### src/adc_regs_pkg.sv
package adc_regs_pkg;

    // ----------------------------------------------------------------
    // register indices, byte address is four times the index
    // ----------------------------------------------------------------
    localparam logic [1:0] IDX_IDENTITY = 2'h0;
    localparam logic [1:0] IDX_CONDITION = 2'h1;
    localparam logic [1:0] IDX_SETUP = 2'h2;
    localparam int REG_COUNT = 3;

    // ----------------------------------------------------------------
    // identity fields
    // ----------------------------------------------------------------
    localparam int ID_TALLY_LSB = 8;
    localparam logic [3:0] CHANNEL_TALLY = 4'h3;

    // ----------------------------------------------------------------
    // condition fields
    // ----------------------------------------------------------------
    localparam int COND_LOCK_BIT = 15;
    localparam int COND_RESYNC_BIT = 14;
    localparam int COND_MAPCRC_BIT = 13;
    localparam int COND_CRCERR_BIT = 12;
    localparam int COND_POLY_BIT = 11;
    localparam int COND_RESET_BIT = 10;
    localparam int COND_WORD_LSB = 8;
    localparam logic [15:0] COND_RESET = 16'h0500;

    // ----------------------------------------------------------------
    // setup fields
    // ----------------------------------------------------------------
    localparam int SETUP_MAPCRC_BIT = 13;
    localparam int SETUP_RXCRC_BIT = 12;
    localparam int SETUP_POLY_BIT = 11;
    localparam int SETUP_RESET_BIT = 10;
    localparam int SETUP_WORD_LSB = 8;
    localparam int SETUP_TIMEOUT_BIT = 4;
    localparam int SETUP_SOURCE_LSB = 2;
    localparam int SETUP_FLOAT_BIT = 1;
    localparam int SETUP_PULSE_BIT = 0;
    localparam logic [15:0] SETUP_RESET = 16'h0510;
    localparam logic [15:0] SETUP_WRITE_MASK = 16'h3B1F;

    // ----------------------------------------------------------------
    // bus answers and timing
    // ----------------------------------------------------------------
    localparam logic [1:0] RESP_OKAY = 2'h0;
    localparam logic [1:0] RESP_SLVERR = 2'h2;
    localparam int READY_PULSE_CYCLES = 8;
    localparam int SYNC_STAGES = 3;

    typedef enum logic [1:0] {
        SRC_LAGGING = 2'b00,
        SRC_ANY = 2'b01,
        SRC_LEADING = 2'b10,
        SRC_LEADING_ALT = 2'b11
    } ready_source_type;

    typedef enum logic [1:0] {
        PIN_IDLE = 2'b00,
        PIN_LOW = 2'b01,
        PIN_PULSE = 2'b10,
        PIN_SPENT = 2'b11
    } pin_state_type;

endpackage

### src/adc_id_status_mode_regs.sv
// Implementation choice: the AXI4-Lite slave port.
module adc_id_status_mode_regs #(
    parameter int ADDR_WIDTH = 8,
    parameter int PULSE_CYCLES = adc_regs_pkg::READY_PULSE_CYCLES,
    parameter logic [3:0] ID_HIGH_NIBBLE = 4'h0, // arbitrary value
    parameter logic [7:0] ID_LOW_BYTE = 8'h00 // arbitrary value
) (
    // clock and reset
    input wire logic sys_clk,
    input wire logic rst,
    // axi4-lite write
    input wire logic [ADDR_WIDTH-1:0] s_axi_awaddr,
    input wire logic s_axi_awvalid,
    output logic s_axi_awready,
    input wire logic [31:0] s_axi_wdata,
    input wire logic [3:0] s_axi_wstrb,
    input wire logic s_axi_wvalid,
    output logic s_axi_wready,
    output logic [1:0] s_axi_bresp,
    output logic s_axi_bvalid,
    input wire logic s_axi_bready,
    // axi4-lite read
    input wire logic [ADDR_WIDTH-1:0] s_axi_araddr,
    input wire logic s_axi_arvalid,
    output logic s_axi_arready,
    output logic [31:0] s_axi_rdata,
    output logic [1:0] s_axi_rresp,
    output logic s_axi_rvalid,
    input wire logic s_axi_rready,
    // converter events, outside clock domain
    input wire logic interfaceLocked,
    input wire logic resyncEvent,
    input wire logic mapCrcChanged,
    input wire logic inputCrcError,
    input wire logic [2:0] newDataIn,
    // channel enables, same domain
    input wire logic [2:0] channelEnable,
    // setup outputs
    output logic regMapCrcEnable,
    output logic rxCrcEnable,
    output logic crcPolySelect,
    output logic [1:0] wordSizeSelect,
    output logic timeoutEnable,
    // conversion ready pin
    output logic conversionReadyPinOut,
    output logic conversionReadyPinOe
);

    if (ADDR_WIDTH < 4 || PULSE_CYCLES < 1 || PULSE_CYCLES > 255) begin : g_bad_param
        $error("unsupported parameter value");
    end

    // ----------------------------------------------------------------
    // address decode
    // ----------------------------------------------------------------
    function automatic logic isMapped(input logic [ADDR_WIDTH-1:0] addr);
        return addr[1:0] == 2'b00 && addr[ADDR_WIDTH-1:2] < (ADDR_WIDTH-2)'(adc_regs_pkg::REG_COUNT);
    endfunction

    function automatic logic [1:0] regIndex(input logic [ADDR_WIDTH-1:0] addr);
        return addr[3:2];
    endfunction

    // ----------------------------------------------------------------
    // synchronisers
    // ----------------------------------------------------------------
    logic [6:0] syncStable;
    logic lockStable;
    logic resyncStable;
    logic mapCrcStable;
    logic crcErrStable;
    logic [2:0] newDataFlag;

    input_sync #(.WIDTH(7)) u_sync (
        .sys_clk(sys_clk),
        .rst(rst),
        .rawIn({newDataIn, inputCrcError, mapCrcChanged, resyncEvent, interfaceLocked}),
        .stableOut(syncStable)
    );
    assign lockStable = syncStable[0];
    assign resyncStable = syncStable[1];
    assign mapCrcStable = syncStable[2];
    assign crcErrStable = syncStable[3];
    assign newDataFlag = syncStable[6:4];

    // ----------------------------------------------------------------
    // bus handshakes
    // ----------------------------------------------------------------
    logic awHeld, wHeld, next_awHeld, next_wHeld;
    logic [ADDR_WIDTH-1:0] awAddr, next_awAddr;
    logic [31:0] wData, next_wData;
    logic [3:0] wStrb, next_wStrb;
    logic next_awready, next_wready, next_bvalid, next_arready, next_rvalid;
    logic [1:0] next_bresp, next_rresp;
    logic [31:0] next_rdata;
    logic wrFire, rdFire;
    logic [ADDR_WIDTH-1:0] wrAddr;
    logic [31:0] wrData;
    logic [3:0] wrStrb;
    logic [15:0] identityWord, conditionWord, setupWord;

    always_comb begin
        next_awHeld = awHeld;
        next_wHeld = wHeld;
        next_awAddr = awAddr;
        next_wData = wData;
        next_wStrb = wStrb;
        if (s_axi_awvalid && s_axi_awready) begin
            next_awHeld = 1'b1;
            next_awAddr = s_axi_awaddr;
        end
        if (s_axi_wvalid && s_axi_wready) begin
            next_wHeld = 1'b1;
            next_wData = s_axi_wdata;
            next_wStrb = s_axi_wstrb;
        end
        wrAddr = next_awAddr;
        wrData = next_wData;
        wrStrb = next_wStrb;
        wrFire = next_awHeld && next_wHeld && !s_axi_bvalid;
        next_bvalid = s_axi_bvalid && !s_axi_bready;
        next_bresp = s_axi_bresp;
        if (wrFire) begin
            next_awHeld = 1'b0;
            next_wHeld = 1'b0;
            next_bvalid = 1'b1;
            next_bresp = isMapped(wrAddr) ? adc_regs_pkg::RESP_OKAY : adc_regs_pkg::RESP_SLVERR;
        end
        next_awready = !next_awHeld && !next_bvalid;
        next_wready = !next_wHeld && !next_bvalid;
        rdFire = s_axi_arvalid && s_axi_arready;
        next_rvalid = s_axi_rvalid && !s_axi_rready;
        next_rdata = s_axi_rdata;
        next_rresp = s_axi_rresp;
        if (rdFire) begin
            next_rvalid = 1'b1;
            next_rresp = adc_regs_pkg::RESP_SLVERR;
            next_rdata = '0;
            if (isMapped(s_axi_araddr)) begin
                next_rresp = adc_regs_pkg::RESP_OKAY;
                unique case (regIndex(s_axi_araddr))
                    adc_regs_pkg::IDX_IDENTITY: next_rdata = {16'h0000, identityWord};
                    adc_regs_pkg::IDX_CONDITION: next_rdata = {16'h0000, conditionWord};
                    default: next_rdata = {16'h0000, setupWord};
                endcase
            end
        end
        next_arready = !next_rvalid;
    end

    always_ff @(posedge sys_clk) begin
        if (rst) begin
            awHeld <= 1'b0;
            wHeld <= 1'b0;
            awAddr <= '0;
            wData <= '0;
            wStrb <= '0;
            s_axi_awready <= 1'b0;
            s_axi_wready <= 1'b0;
            s_axi_bvalid <= 1'b0;
            s_axi_bresp <= adc_regs_pkg::RESP_OKAY;
            s_axi_arready <= 1'b0;
            s_axi_rvalid <= 1'b0;
            s_axi_rresp <= adc_regs_pkg::RESP_OKAY;
            s_axi_rdata <= '0;
        end else begin
            awHeld <= next_awHeld;
            wHeld <= next_wHeld;
            awAddr <= next_awAddr;
            wData <= next_wData;
            wStrb <= next_wStrb;
            s_axi_awready <= next_awready;
            s_axi_wready <= next_wready;
            s_axi_bvalid <= next_bvalid;
            s_axi_bresp <= next_bresp;
            s_axi_arready <= next_arready;
            s_axi_rvalid <= next_rvalid;
            s_axi_rresp <= next_rresp;
            s_axi_rdata <= next_rdata;
        end
    end

    // ----------------------------------------------------------------
    // register contents
    // ----------------------------------------------------------------
    logic resyncFlag, crcErrFlag, resetFlag, leadLatch, resyncSeen, crcErrSeen;
    logic next_resyncFlag, next_crcErrFlag, next_resetFlag, next_leadLatch;
    logic [15:0] setupStore, next_setupStore;
    logic setupWrite, conditionRead;
    logic [15:0] laneMask;
    logic readyIdleFloat, readyPulseFormat;
    logic [1:0] readySourceSelect;

    assign identityWord = {ID_HIGH_NIBBLE, adc_regs_pkg::CHANNEL_TALLY, ID_LOW_BYTE};
    assign readySourceSelect = setupStore[adc_regs_pkg::SETUP_SOURCE_LSB +: 2];
    assign readyIdleFloat = setupStore[adc_regs_pkg::SETUP_FLOAT_BIT];
    assign readyPulseFormat = setupStore[adc_regs_pkg::SETUP_PULSE_BIT];

    always_comb begin
        conditionWord = '0;
        conditionWord[adc_regs_pkg::COND_LOCK_BIT] = lockStable;
        conditionWord[adc_regs_pkg::COND_RESYNC_BIT] = resyncFlag;
        conditionWord[adc_regs_pkg::COND_MAPCRC_BIT] = mapCrcStable && regMapCrcEnable;
        conditionWord[adc_regs_pkg::COND_CRCERR_BIT] = crcErrFlag;
        conditionWord[adc_regs_pkg::COND_POLY_BIT] = crcPolySelect;
        conditionWord[adc_regs_pkg::COND_RESET_BIT] = resetFlag;
        conditionWord[adc_regs_pkg::COND_WORD_LSB +: 2] = wordSizeSelect;
        conditionWord[2:0] = newDataFlag;
        setupWord = setupStore;
        setupWord[adc_regs_pkg::SETUP_RESET_BIT] = resetFlag;
    end

    always_comb begin
        laneMask = {{8{wrStrb[1]}}, {8{wrStrb[0]}}};
        setupWrite = wrFire && isMapped(wrAddr) && regIndex(wrAddr) == adc_regs_pkg::IDX_SETUP;
        conditionRead = rdFire && isMapped(s_axi_araddr) && regIndex(s_axi_araddr) == adc_regs_pkg::IDX_CONDITION;
        next_setupStore = setupStore;
        if (setupWrite) begin
            laneMask = laneMask & adc_regs_pkg::SETUP_WRITE_MASK;
            next_setupStore = (setupStore & ~laneMask) | (wrData[15:0] & laneMask);
        end
        next_resetFlag = resetFlag;
        if (setupWrite && wrStrb[1] && !wrData[adc_regs_pkg::SETUP_RESET_BIT]) begin
            next_resetFlag = 1'b0;
        end
        next_resyncFlag = resyncFlag && !conditionRead;
        next_crcErrFlag = crcErrFlag && !conditionRead;
        if (resyncStable && !resyncSeen) begin
            next_resyncFlag = 1'b1;
        end
        if (crcErrStable && !crcErrSeen && rxCrcEnable) begin
            next_crcErrFlag = 1'b1;
        end
        next_leadLatch = |(newDataFlag & channelEnable);
    end

    always_ff @(posedge sys_clk) begin
        if (rst) begin
            setupStore <= adc_regs_pkg::SETUP_RESET;
            resetFlag <= 1'b1;
            resyncFlag <= 1'b0;
            crcErrFlag <= 1'b0;
            resyncSeen <= 1'b0;
            crcErrSeen <= 1'b0;
            leadLatch <= 1'b0;
            regMapCrcEnable <= 1'b0;
            rxCrcEnable <= 1'b0;
            crcPolySelect <= 1'b0;
            wordSizeSelect <= adc_regs_pkg::SETUP_RESET[adc_regs_pkg::SETUP_WORD_LSB +: 2];
            timeoutEnable <= 1'b1;
        end else begin
            setupStore <= next_setupStore;
            resetFlag <= next_resetFlag;
            resyncFlag <= next_resyncFlag;
            crcErrFlag <= next_crcErrFlag;
            resyncSeen <= resyncStable;
            crcErrSeen <= crcErrStable;
            leadLatch <= next_leadLatch;
            regMapCrcEnable <= next_setupStore[adc_regs_pkg::SETUP_MAPCRC_BIT];
            rxCrcEnable <= next_setupStore[adc_regs_pkg::SETUP_RXCRC_BIT];
            crcPolySelect <= next_setupStore[adc_regs_pkg::SETUP_POLY_BIT];
            wordSizeSelect <= next_setupStore[adc_regs_pkg::SETUP_WORD_LSB +: 2];
            timeoutEnable <= next_setupStore[adc_regs_pkg::SETUP_TIMEOUT_BIT];
        end
    end

    // ----------------------------------------------------------------
    // conversion ready pin
    // ----------------------------------------------------------------
    adc_regs_pkg::pin_state_type pinState, next_pinState;
    logic [7:0] pulseCount, next_pulseCount;
    logic readyCond, next_pinOut, next_pinOe;
    logic [2:0] enabledNew;

    always_comb begin
        enabledNew = newDataFlag & channelEnable;
        unique case (adc_regs_pkg::ready_source_type'(readySourceSelect))
            adc_regs_pkg::SRC_LAGGING: readyCond = (|channelEnable) && enabledNew == channelEnable;
            adc_regs_pkg::SRC_ANY: readyCond = |enabledNew;
            adc_regs_pkg::SRC_LEADING, adc_regs_pkg::SRC_LEADING_ALT: readyCond = leadLatch;
        endcase
        next_pinState = pinState;
        next_pulseCount = pulseCount;
        unique case (pinState)
            adc_regs_pkg::PIN_IDLE: begin
                if (readyCond) begin
                    next_pinState = readyPulseFormat ? adc_regs_pkg::PIN_PULSE : adc_regs_pkg::PIN_LOW;
                    next_pulseCount = 8'd0;
                end
            end
            adc_regs_pkg::PIN_LOW: begin
                if (!readyCond) begin
                    next_pinState = adc_regs_pkg::PIN_IDLE;
                end
            end
            adc_regs_pkg::PIN_PULSE: begin
                next_pulseCount = pulseCount + 8'd1;
                if (pulseCount == 8'(PULSE_CYCLES - 1)) begin
                    next_pinState = readyCond ? adc_regs_pkg::PIN_SPENT : adc_regs_pkg::PIN_IDLE;
                end
            end
            adc_regs_pkg::PIN_SPENT: begin
                if (!readyCond) begin
                    next_pinState = adc_regs_pkg::PIN_IDLE;
                end
            end
        endcase
        next_pinOut = !(next_pinState == adc_regs_pkg::PIN_LOW || next_pinState == adc_regs_pkg::PIN_PULSE);
        next_pinOe = !next_pinOut || !readyIdleFloat;
    end

    always_ff @(posedge sys_clk) begin
        if (rst) begin
            pinState <= adc_regs_pkg::PIN_IDLE;
            pulseCount <= 8'd0;
            conversionReadyPinOut <= 1'b1;
            conversionReadyPinOe <= 1'b1;
        end else begin
            pinState <= next_pinState;
            pulseCount <= next_pulseCount;
            conversionReadyPinOut <= next_pinOut;
            conversionReadyPinOe <= next_pinOe;
        end
    end

    // ----------------------------------------------------------------
    // checks
    // ----------------------------------------------------------------
    identity_tally_a: assert property (@(posedge sys_clk) disable iff (rst)
        rdFire && isMapped(s_axi_araddr) && regIndex(s_axi_araddr) == adc_regs_pkg::IDX_IDENTITY
        |=> s_axi_rdata[11:8] == 4'h3 && s_axi_rvalid)
        else $error("identity tally not three");
    lock_follow_a: assert property (@(posedge sys_clk) disable iff (rst)
        interfaceLocked [*5] |=> conditionWord[15])
        else $error("lock not reported");
    resync_set_a: assert property (@(posedge sys_clk) disable iff (rst)
        $rose(resyncStable) |=> resyncFlag)
        else $error("resync flag not set");
    crc_gate_a: assert property (@(posedge sys_clk) disable iff (rst)
        !rxCrcEnable && !crcErrFlag |=> !crcErrFlag)
        else $error("crc error set while checking disabled");
    reset_after_a: assert property (@(posedge sys_clk) disable iff (rst)
        $fell(rst) |-> resetFlag && timeoutEnable && !regMapCrcEnable && wordSizeSelect == 2'b01)
        else $error("reset values wrong");
    reset_clear_a: assert property (@(posedge sys_clk) disable iff (rst)
        setupWrite && wrStrb[1] && !wrData[10] |=> !resetFlag ##1 !conditionWord[10])
        else $error("reset flag not cleared");
    word_mirror_a: assert property (@(posedge sys_clk) disable iff (rst)
        conditionRead |=> s_axi_rdata[9:8] == $past(wordSizeSelect) && s_axi_rdata[11] == $past(crcPolySelect))
        else $error("word length mirror wrong");
    pulse_len_a: assert property (@(posedge sys_clk) disable iff (rst)
        $rose(pinState == adc_regs_pkg::PIN_PULSE) |-> !conversionReadyPinOut [*8])
        else $error("pulse too short");
    idle_float_a: assert property (@(posedge sys_clk) disable iff (rst)
        conversionReadyPinOut && readyIdleFloat && $stable(readyIdleFloat) |-> !conversionReadyPinOe)
        else $error("idle pin driven while float selected");
    lag_source_a: assert property (@(posedge sys_clk) disable iff (rst)
        readySourceSelect == 2'b00 && enabledNew != channelEnable && pinState == adc_regs_pkg::PIN_IDLE
        |=> conversionReadyPinOut)
        else $error("lagging source asserted early");

endmodule

### src/input_sync.sv
module input_sync #(
    parameter int WIDTH = 1
) (
    // clock and reset
    input wire logic sys_clk,
    input wire logic rst,
    // raw and filtered levels
    input wire logic [WIDTH-1:0] rawIn,
    output logic [WIDTH-1:0] stableOut
);

    if (WIDTH < 1) begin : g_bad_width
        $error("input_sync width must be at least one");
    end

    // ----------------------------------------------------------------
    // three stages, change accepted when the last two agree
    // ----------------------------------------------------------------
    genvar i;
    generate
        for (i = 0; i < WIDTH; i++) begin : g_bit
            logic [adc_regs_pkg::SYNC_STAGES-1:0] stage;
            logic next_stable;
            always_comb begin
                next_stable = stableOut[i];
                if (stage[1] == stage[2]) begin
                    next_stable = stage[2];
                end
            end
            always_ff @(posedge sys_clk) begin
                if (rst) begin
                    stage <= '0;
                    stableOut[i] <= 1'b0;
                end else begin
                    stage <= {stage[1:0], rawIn[i]};
                    stableOut[i] <= next_stable;
                end
            end
        end
    endgenerate

endmodule

### config.mk
export PLATFORM = sky130hd
export DESIGN_NAME = adc_id_status_mode_regs
export DESIGN_NICKNAME = d
export VERILOG_FILES = /design/src/adc_regs_pkg.sv /design/src/adc_id_status_mode_regs.sv /design/src/input_sync.sv
export SDC_FILE = /design/constraint.sdc
export NUM_CORES = 1
export LEC_CHECK = 0
export BUFFER_PORTS_ARGS = -buffer_cell sky130_fd_sc_hd__buf_2
export CELL_PAD_IN_SITES_DETAIL_PLACEMENT = 1
export CELL_PAD_IN_SITES_GLOBAL_PLACEMENT = 2
export CORE_ASPECT_RATIO = 0.75
export CORE_UTILIZATION = 30
export DETAILED_ROUTE_END_ITERATION = 6
export PLACE_DENSITY = 0.81
export SYNTH_ARGS = -nofsm -noshare
export SYNTH_HDL_FRONTEND = slang
export SYNTH_SLANG_ARGS = --single-unit
### constraint.sdc
create_clock -name sys_clk -period 2.21 [get_ports sys_clk]
set_input_delay 0.3315 -clock sys_clk [delete_from_list [all_inputs] [get_ports sys_clk]]
set_output_delay 0.3315 -clock sys_clk [all_outputs]
set_load 0.02 [all_outputs]
==> results of run 1 <==
## sequential cells by signal (all words and copies together), names as in the netlist, 2 cells and up, named ones only
| name | cells |
|---|---|
| wData | 11 |
| pinState | 2 |
| awAddr | 8 |
| s_axi_rdata | 13 |
| u_sync.g_bit.stage | 21 |
| wStrb | 2 |
| u_sync.stableOut | 7 |
| pulseCount | 8 |
## where the power goes
part / total, mW / switching (mW) / internal [mW]
sequential: 1.86 / 0.0235 / 1.83
combinational: 0.283 / 0.174 / 0.108
clock: 1.45 / 0.683 / 0.769
total: 3.59 / 0.881 / 2.71
## routing by layer
metal  vias up  routed length [um]
met3         8                 476
met2        60                4090
met1      1446                4230
li1       1501                   -
met5         -                  11
met4         2                  46
## metrics by stage
step | cell area (um^2) | hold WS, ns | total power [mW] | instances | setup WS, ns
after global routing | 4560 | 0.193 | 3.76 | 644 | 0.0838
after floorplan | 3860 | 0.402 | 2.11 | 419 | 0.475
after detailed placement | 4280 | 0.414 | 2.19 | 628 | 0.167
final | 4560 | 0.196 | 3.59 | 644 | 0.212
after global placement | 4280 | 0.412 | 2.18 | 628 | 0.254
after CTS | 4560 | 0.186 | 3.66 | 644 | 0.200
## final cells by class
type	instances	area, um^2	area share, %
well taps	166	208	4.56
flip-flops and latches	99	1980	43.5
multi-input cells	278	1630	35.8
inverters	3	11.3	0.247
repair buffers	82	448	9.83
clock inverters	7	51.3	1.13
clock buffers	9	225	4.94
## cells in the mapped netlist, types with 2 or more instances
cell type,count
a211oi_1,2
a21boi_1,4
a21oi_1,32
a222oi_1,4
a22oi_1,8
and3_1,2
buf_1,3
buf_4,24
clkbuf_1,11
dfxtp_1,99
inv_1,3
mux2_2,5
mux2i_1,11
nand2_1,39
nand2b_1,9
nand3_1,4
nand3b_1,8
nand4_1,2
nor2_1,34
nor2b_1,33
nor3_1,5
nor3b_1,3
nor4_1,5
o21ai_0,9
o21ai_1,4
o31a_1,2
o31ai_1,10
or3_1,2
or4_1,3
## worst paths after layout
check | cells after the start | start | slack, ns | to
worst max-delay path | 5 | u_sync.stableOut[5] | 0.21 | pulseCount[7]
worst min register to register | 1 | awHeld | 0.44 | s_axi_awready
worst min-delay path | 2 | newDataIn[0] | 0.20 | u_sync.g_bit[4].stage[0]
worst max register to register | 5 | u_sync.stableOut[5] | 0.21 | pulseCount[7]
## logic make-up (layout without fill, tap and decap cells)
| group | count (synthesis) | in the layout |
|---|---|---|
| simple gates | 154 | 154 |
| flops | 99 | 99 |
| compound gates | 86 | 86 |
| buf+inv | 42 | 101 |
| mux | 16 | 16 |
| fa+ha+maj | 1 | 1 |
| other cells | 1 | 21 |
==> qor.csv, run 1 <==
metric,value,unit
status,completed,
Total Wirelength,8850,um
synthesis-stage register bit count,99,
first-pass iteration count of the detailed router,4,
Syn Area/Cell,9.50,um^2
first-pass GRT wire length,14500,um
TritonCTS Buffers,9,
"Distinct cells, synth",48,
Global Route Usage Sum,14.0,%
Leak,1.82,nW
cts repair resizes,0,
Final Wtd Congestion,0.769,
"area leader, netlist",dfxtp_1,
antenna violations before repair,1,
number of global-route vias before repair,2994,
synth warn,0,
total power density per cell area,788,nW/um^2
Post-CTS Hold Buffers,0,
Die W,132,um
share of layout cells above drive strength 1,22.6,%
"most common cell after layout, fill and taps aside",dfxtp_1,
CTS max path bufs,2,
Initial DRC Count,100,
crit path launch type,register,
post-synth top area share,52.3,%
setup_tns,0,ns
Fillers,1461,
Crit path max-delay family,compound AO/OA/AOI/OAI gates,
met1 Usage GRT,17.4,%
skew final,0.00567,ns
dpl hpwl,6470,um
Post-Synth Adder-Cell Area,0.330,%
arrival time worst endpoint,2.27,ns
Clock Sinks,99,
number of buffers added on ports,73,
worst-path cell chain,"inv_1, a2111oi_2, a221oi_2, or4_1, a21boi_1",
"IR drop worst, VDD",366,uV
WP buf/inv,1,
final net count,543,
met2 Use GR,23.3,%
post-synthesis sequential area ratio,52.3,%
Syn Inst Count,399,
fin crit period,2.00,ns
Core Box Area,12300,um^2
worst-path fanout max,13,
fmax,0.501,GHz
slowest CP cell,or4_1,
Worst Tran Pin Value,0.863,ns
final hold vios,0,
drc violations,0,
drt wl/cell,13.7,um
full die area,13100,um^2
Die H,99.3,um
WS Path Type,reg -> reg,
Routed Antenna Nets,0,
Worst path max stage delay,0.53,ns
total gr overflow,0,
most frequent cells in the layout,"dfxtp_1, buf_2, nand2_1",
CTS tree,built,
Initial Utilization,30.8,%
RSZ-0062 raised after global routing,false,
synth top area cells,"dfxtp_1, nor2b_1, buf_4, a21oi_1, nand2_1",
ys flop type,dfxtp_1,
HP Class,in -> reg,
Top Usage Layer GRT,met2,
Synth Area in XOR/XNOR,0,%
Tcrit/Tclk final,90.4,%
number of enable flip-flop cells after synthesis,0,
Ant. Diodes,0,
CTS clock-pin slew for the worst setup and hold paths,0.07,ns
Max Cap Viol,0,
site row count,35,
CTS HTree Levels,3,
largest net degree at the start of global routing,52,
post-CTS setup buffer count,0,
largest family of logic cells by synthesized area,simple AND/OR/NAND/NOR gates,
Via-to-Cell Ratio,4.68,
final core occ,37.0,%
post-synthesis mux area share,4.39,%
asr flop ratio synth,0,%
Required @ worst endpoint,2.48,ns
Crit. End Element,register,
simple-gate share of the synthesized area,21.2,%
Via Count,3017,
worst relative slew slack,42.5,%
"Setup violations, final",0,
Slew Limit Fails,0,
Synth Area in Compound Gates,15.1,%
area delta synth->final,20.3,%
Root Buffer,clkbuf_16,
IO Pins,118,
Post-Synthesis Cell Area,3790,um^2
Worst-Skew Late Latency,0.34,ns
GR Layer Usage met3,4.74,%
Note: power is estimated with default switching activity, not from simulation.
==> run 2: changes to the inputs <==
- CORE_UTILIZATION: 30 -> 31
- SYNTH_HIERARCHICAL: not set -> 1
==> run 2 against run 1 <==
Net effect:
- sequential share of layout area decreased by 3.0 points
- wire length increased by 12%
- design area increased by 7.3%
- register-to-register slack improved by 0.03 ns
- hold slack improved by 0.0046 ns
- clock-buffer cell count increased by 4
- synthesized cell count increased by 6.3%
- critical path type unchanged
- critical endpoint is now conversionReadyPinOe
- largest power group unchanged
==> qor.csv, run 2 <==
metric,value,unit
skew final,0.00540,ns
Crit. End Element,register,
Worst Tran Pin Value,0.561,ns
synth warn,6,
Top Registers,"u_sync/g_bit.stage: 21 flops, s_axi_rdata: 13 flops, wData: 11 flops",
first-pass iteration count of the detailed router,4,
IO Pins,118,
antenna violations before repair,0,
HP Class,in -> reg,
Total Wirelength,9900,um
FF-to-FF Start,u_sync/stableOut[4],
hold endpoint,u_sync/g_bit[6].stage[0],
first-pass GRT wire length,15900,um
Routed Antenna Nets,0,
Worst-Skew Late Latency,0.34,ns
Post-Synthesis Cell Area,4140,um^2
Sw Pwr,865,uW
Via-to-Cell Ratio,4.78,
CTS max path bufs,2,
setup_tns,0,ns
Tot Pwr,3.75,mW
most frequent cells in the layout,"dfxtp_1, buf_2, nand2_1",
total gr overflow,0,
Core Box Area,13000,um^2
synth top area cells,"dfxtp_1, a21oi_1, buf_4, nand2_1, nor2b_1",
max reg flops,21,
Required @ worst endpoint,2.41,ns
Tcrit/Tclk final,89.2,%
Initial Utilization,31.8,%
CTS HTree Levels,3,
Max Cap Viol,0,
"area leader, netlist",dfxtp_1,
Die H,102,um
final net count,566,
post-synth top area share,47.9,%
drc violations,0,
Die W,135,um
Final Wtd Congestion,0.827,
worst relative slew slack,62.4,%
Global Route Usage Sum,15.0,%
Post-CTS Hold Buffers,0,
number of buffers added on ports,73,
worst-path fanout max,5,
dpl hpwl,7290,um
internal power,2.88,mW
Place WS,0.155,ns
number of enable flip-flop cells after synthesis,0,
cts repair resizes,0,
Seq pwr share,49.7,%
Syn Area/Cell,9.75,um^2
total power density per cell area,766,nW/um^2
"most common cell after layout, fill and taps aside",dfxtp_1,
worst r2r path cells,4,
switch share,23.1,%
crit path launch type,register,
WHS Path Cells,2,
Synth top cells by count,"dfxtp_1, nand2_1, a21oi_1",
logic gate share of total power,8.5,%
Multi-input gate area,1930,um^2
Leak,1.94,nW
Register Area,1980,um^2
"IR drop worst, VDD",415,uV
worst setup margin,0.240,ns
number of global-route vias before repair,3194,
CTS tree,built,
WHS,0.201,ns
most numerous cell in the Yosys netlist,dfxtp_1,
CTS clock-pin slew for the worst setup and hold paths,0.06,ns
Clk pwr share,41.9,%
area delta synth->final,18.3,%
TritonCTS Buffers,9,
largest net degree at the start of global routing,45,
Via Count,3210,
arrival time worst endpoint,2.17,ns
FF-to-FF setup slack,0.24,ns
drt wl/cell,14.7,um
asr flop ratio synth,0,%
Fillers,1524,
"Setup violations, final",0,
Syn Inst Count,424,
status,completed,
R2R Path End,conversionReadyPinOe,
synthesis-stage register bit count,99,
fin crit period,1.97,ns
post-synthesis sequential area ratio,47.9,%
RSZ-0062 raised after global routing,false,
Slew Limit Fails,0,
largest register by flop count,u_sync/g_bit.stage,
fmax,0.508,GHz
post-CTS setup buffer count,0,
Ant. Diodes,0,
full die area,13800,um^2
"Distinct cells, synth",64,
Root Buffer,clkbuf_16,
hold_sp,newDataIn[2],
ys flop type,dfxtp_1,
final hold vios,0,
site row count,36,
WS Path Type,reg -> reg,
Initial DRC Count,198,
Clock Sinks,99,
share of layout cells above drive strength 1,26.2,%
## run 2: cell types whose count changed in the layout (fill, tap and decap cells not counted), moves of 5 or more
cell      delta
nor2b_1     -15
o31ai_1     -10
nor2b_2      +9
a211oi_1     +7
a21oi_2      +7
nand3b_1     -7
nor2_1       -7
o21ai_0      +6
mux2i_1      -5
nand3_1      +5
## run 2: power groups by stage
stage / Clock, mW / Sequential (mW) / Combinational [mW]
6_report: 1.57 / 1.86 / 0.318
5_1_grt: 1.69 / 1.86 / 0.352
4_1_cts: 1.63 / 1.86 / 0.321
3_5_place_dp: 0 / 1.90 / 0.319
3_3_place_gp: 0 / 1.90 / 0.311
2_1_floorplan: 0 / 1.91 / 0.231
## run 2: per-layer routing
layer  part of all wire, %  up-vias  GRT usage (%)  routed length [um]
li1                      -     1590              -                   -
met1                    50     1537           19.4                4900
met2                    44       74           24.0                4390
met3                   4.5        9           3.87                 449
met4                   1.5        0           6.05                 153
met5                     0        -              0                   0
## run 2: through the flow
| stage | util [%] | std cells | area, um^2 |
|---|---|---|---|
| 6_report | 37.6 | 671 | 4890 |
| 5_1_grt | 37.6 | 671 | 4890 |
| 4_1_cts | 37.6 | 671 | 4890 |
| 3_5_place_dp | 35.3 | 656 | 4600 |
| 3_3_place_gp | 35.3 | 656 | 4600 |
| 2_1_floorplan | - | 444 | 4210 |
## run 2: worst max path at each step
stage,end,from,slack (ns)
5_1_grt,pulseCount[5],u_sync/stableOut[4],0.08
6_report,conversionReadyPinOe,u_sync/stableOut[4],0.24
4_1_cts,register,awAddr[1],0.23
2_1_floorplan,register,s_axi_wready,0.35
3_5_place_dp,conversionReadyPinOe,channelEnable[0],0.15
3_3_place_gp,register,s_axi_awaddr[7],0.22
## run 2: cell type report
cell class,count,share of cell area [%]
timing repair buffer,82,9.16
multi-input combinational,297,39.4
inverter,7,0.537
sequential,99,40.5
tap,171,4.37
clock inverter,2,0.716
clock buffer,13,5.32
## run 2: worst max-delay path: stages (launching register included)
cell,delay (ns)
dfxtp_1,0.35
a222oi_1,0.54
o21ai_1,0.22
a211oi_1,0.54
o21ai_0,0.18
## run 2: logic make-up (layout without fill, tap and decap cells)
logic type	Yosys count	after routing	share of synthesized area, %
compound gates	99	99	16.7
xor+xnor	3	3	0.636
fa+ha+maj	1	1	0.303
buf+inv	48	104	7.32
flops	99	99	47.9
mux	15	15	3.90
other cells	1	21	0.0907
simple gates	158	158	23.1
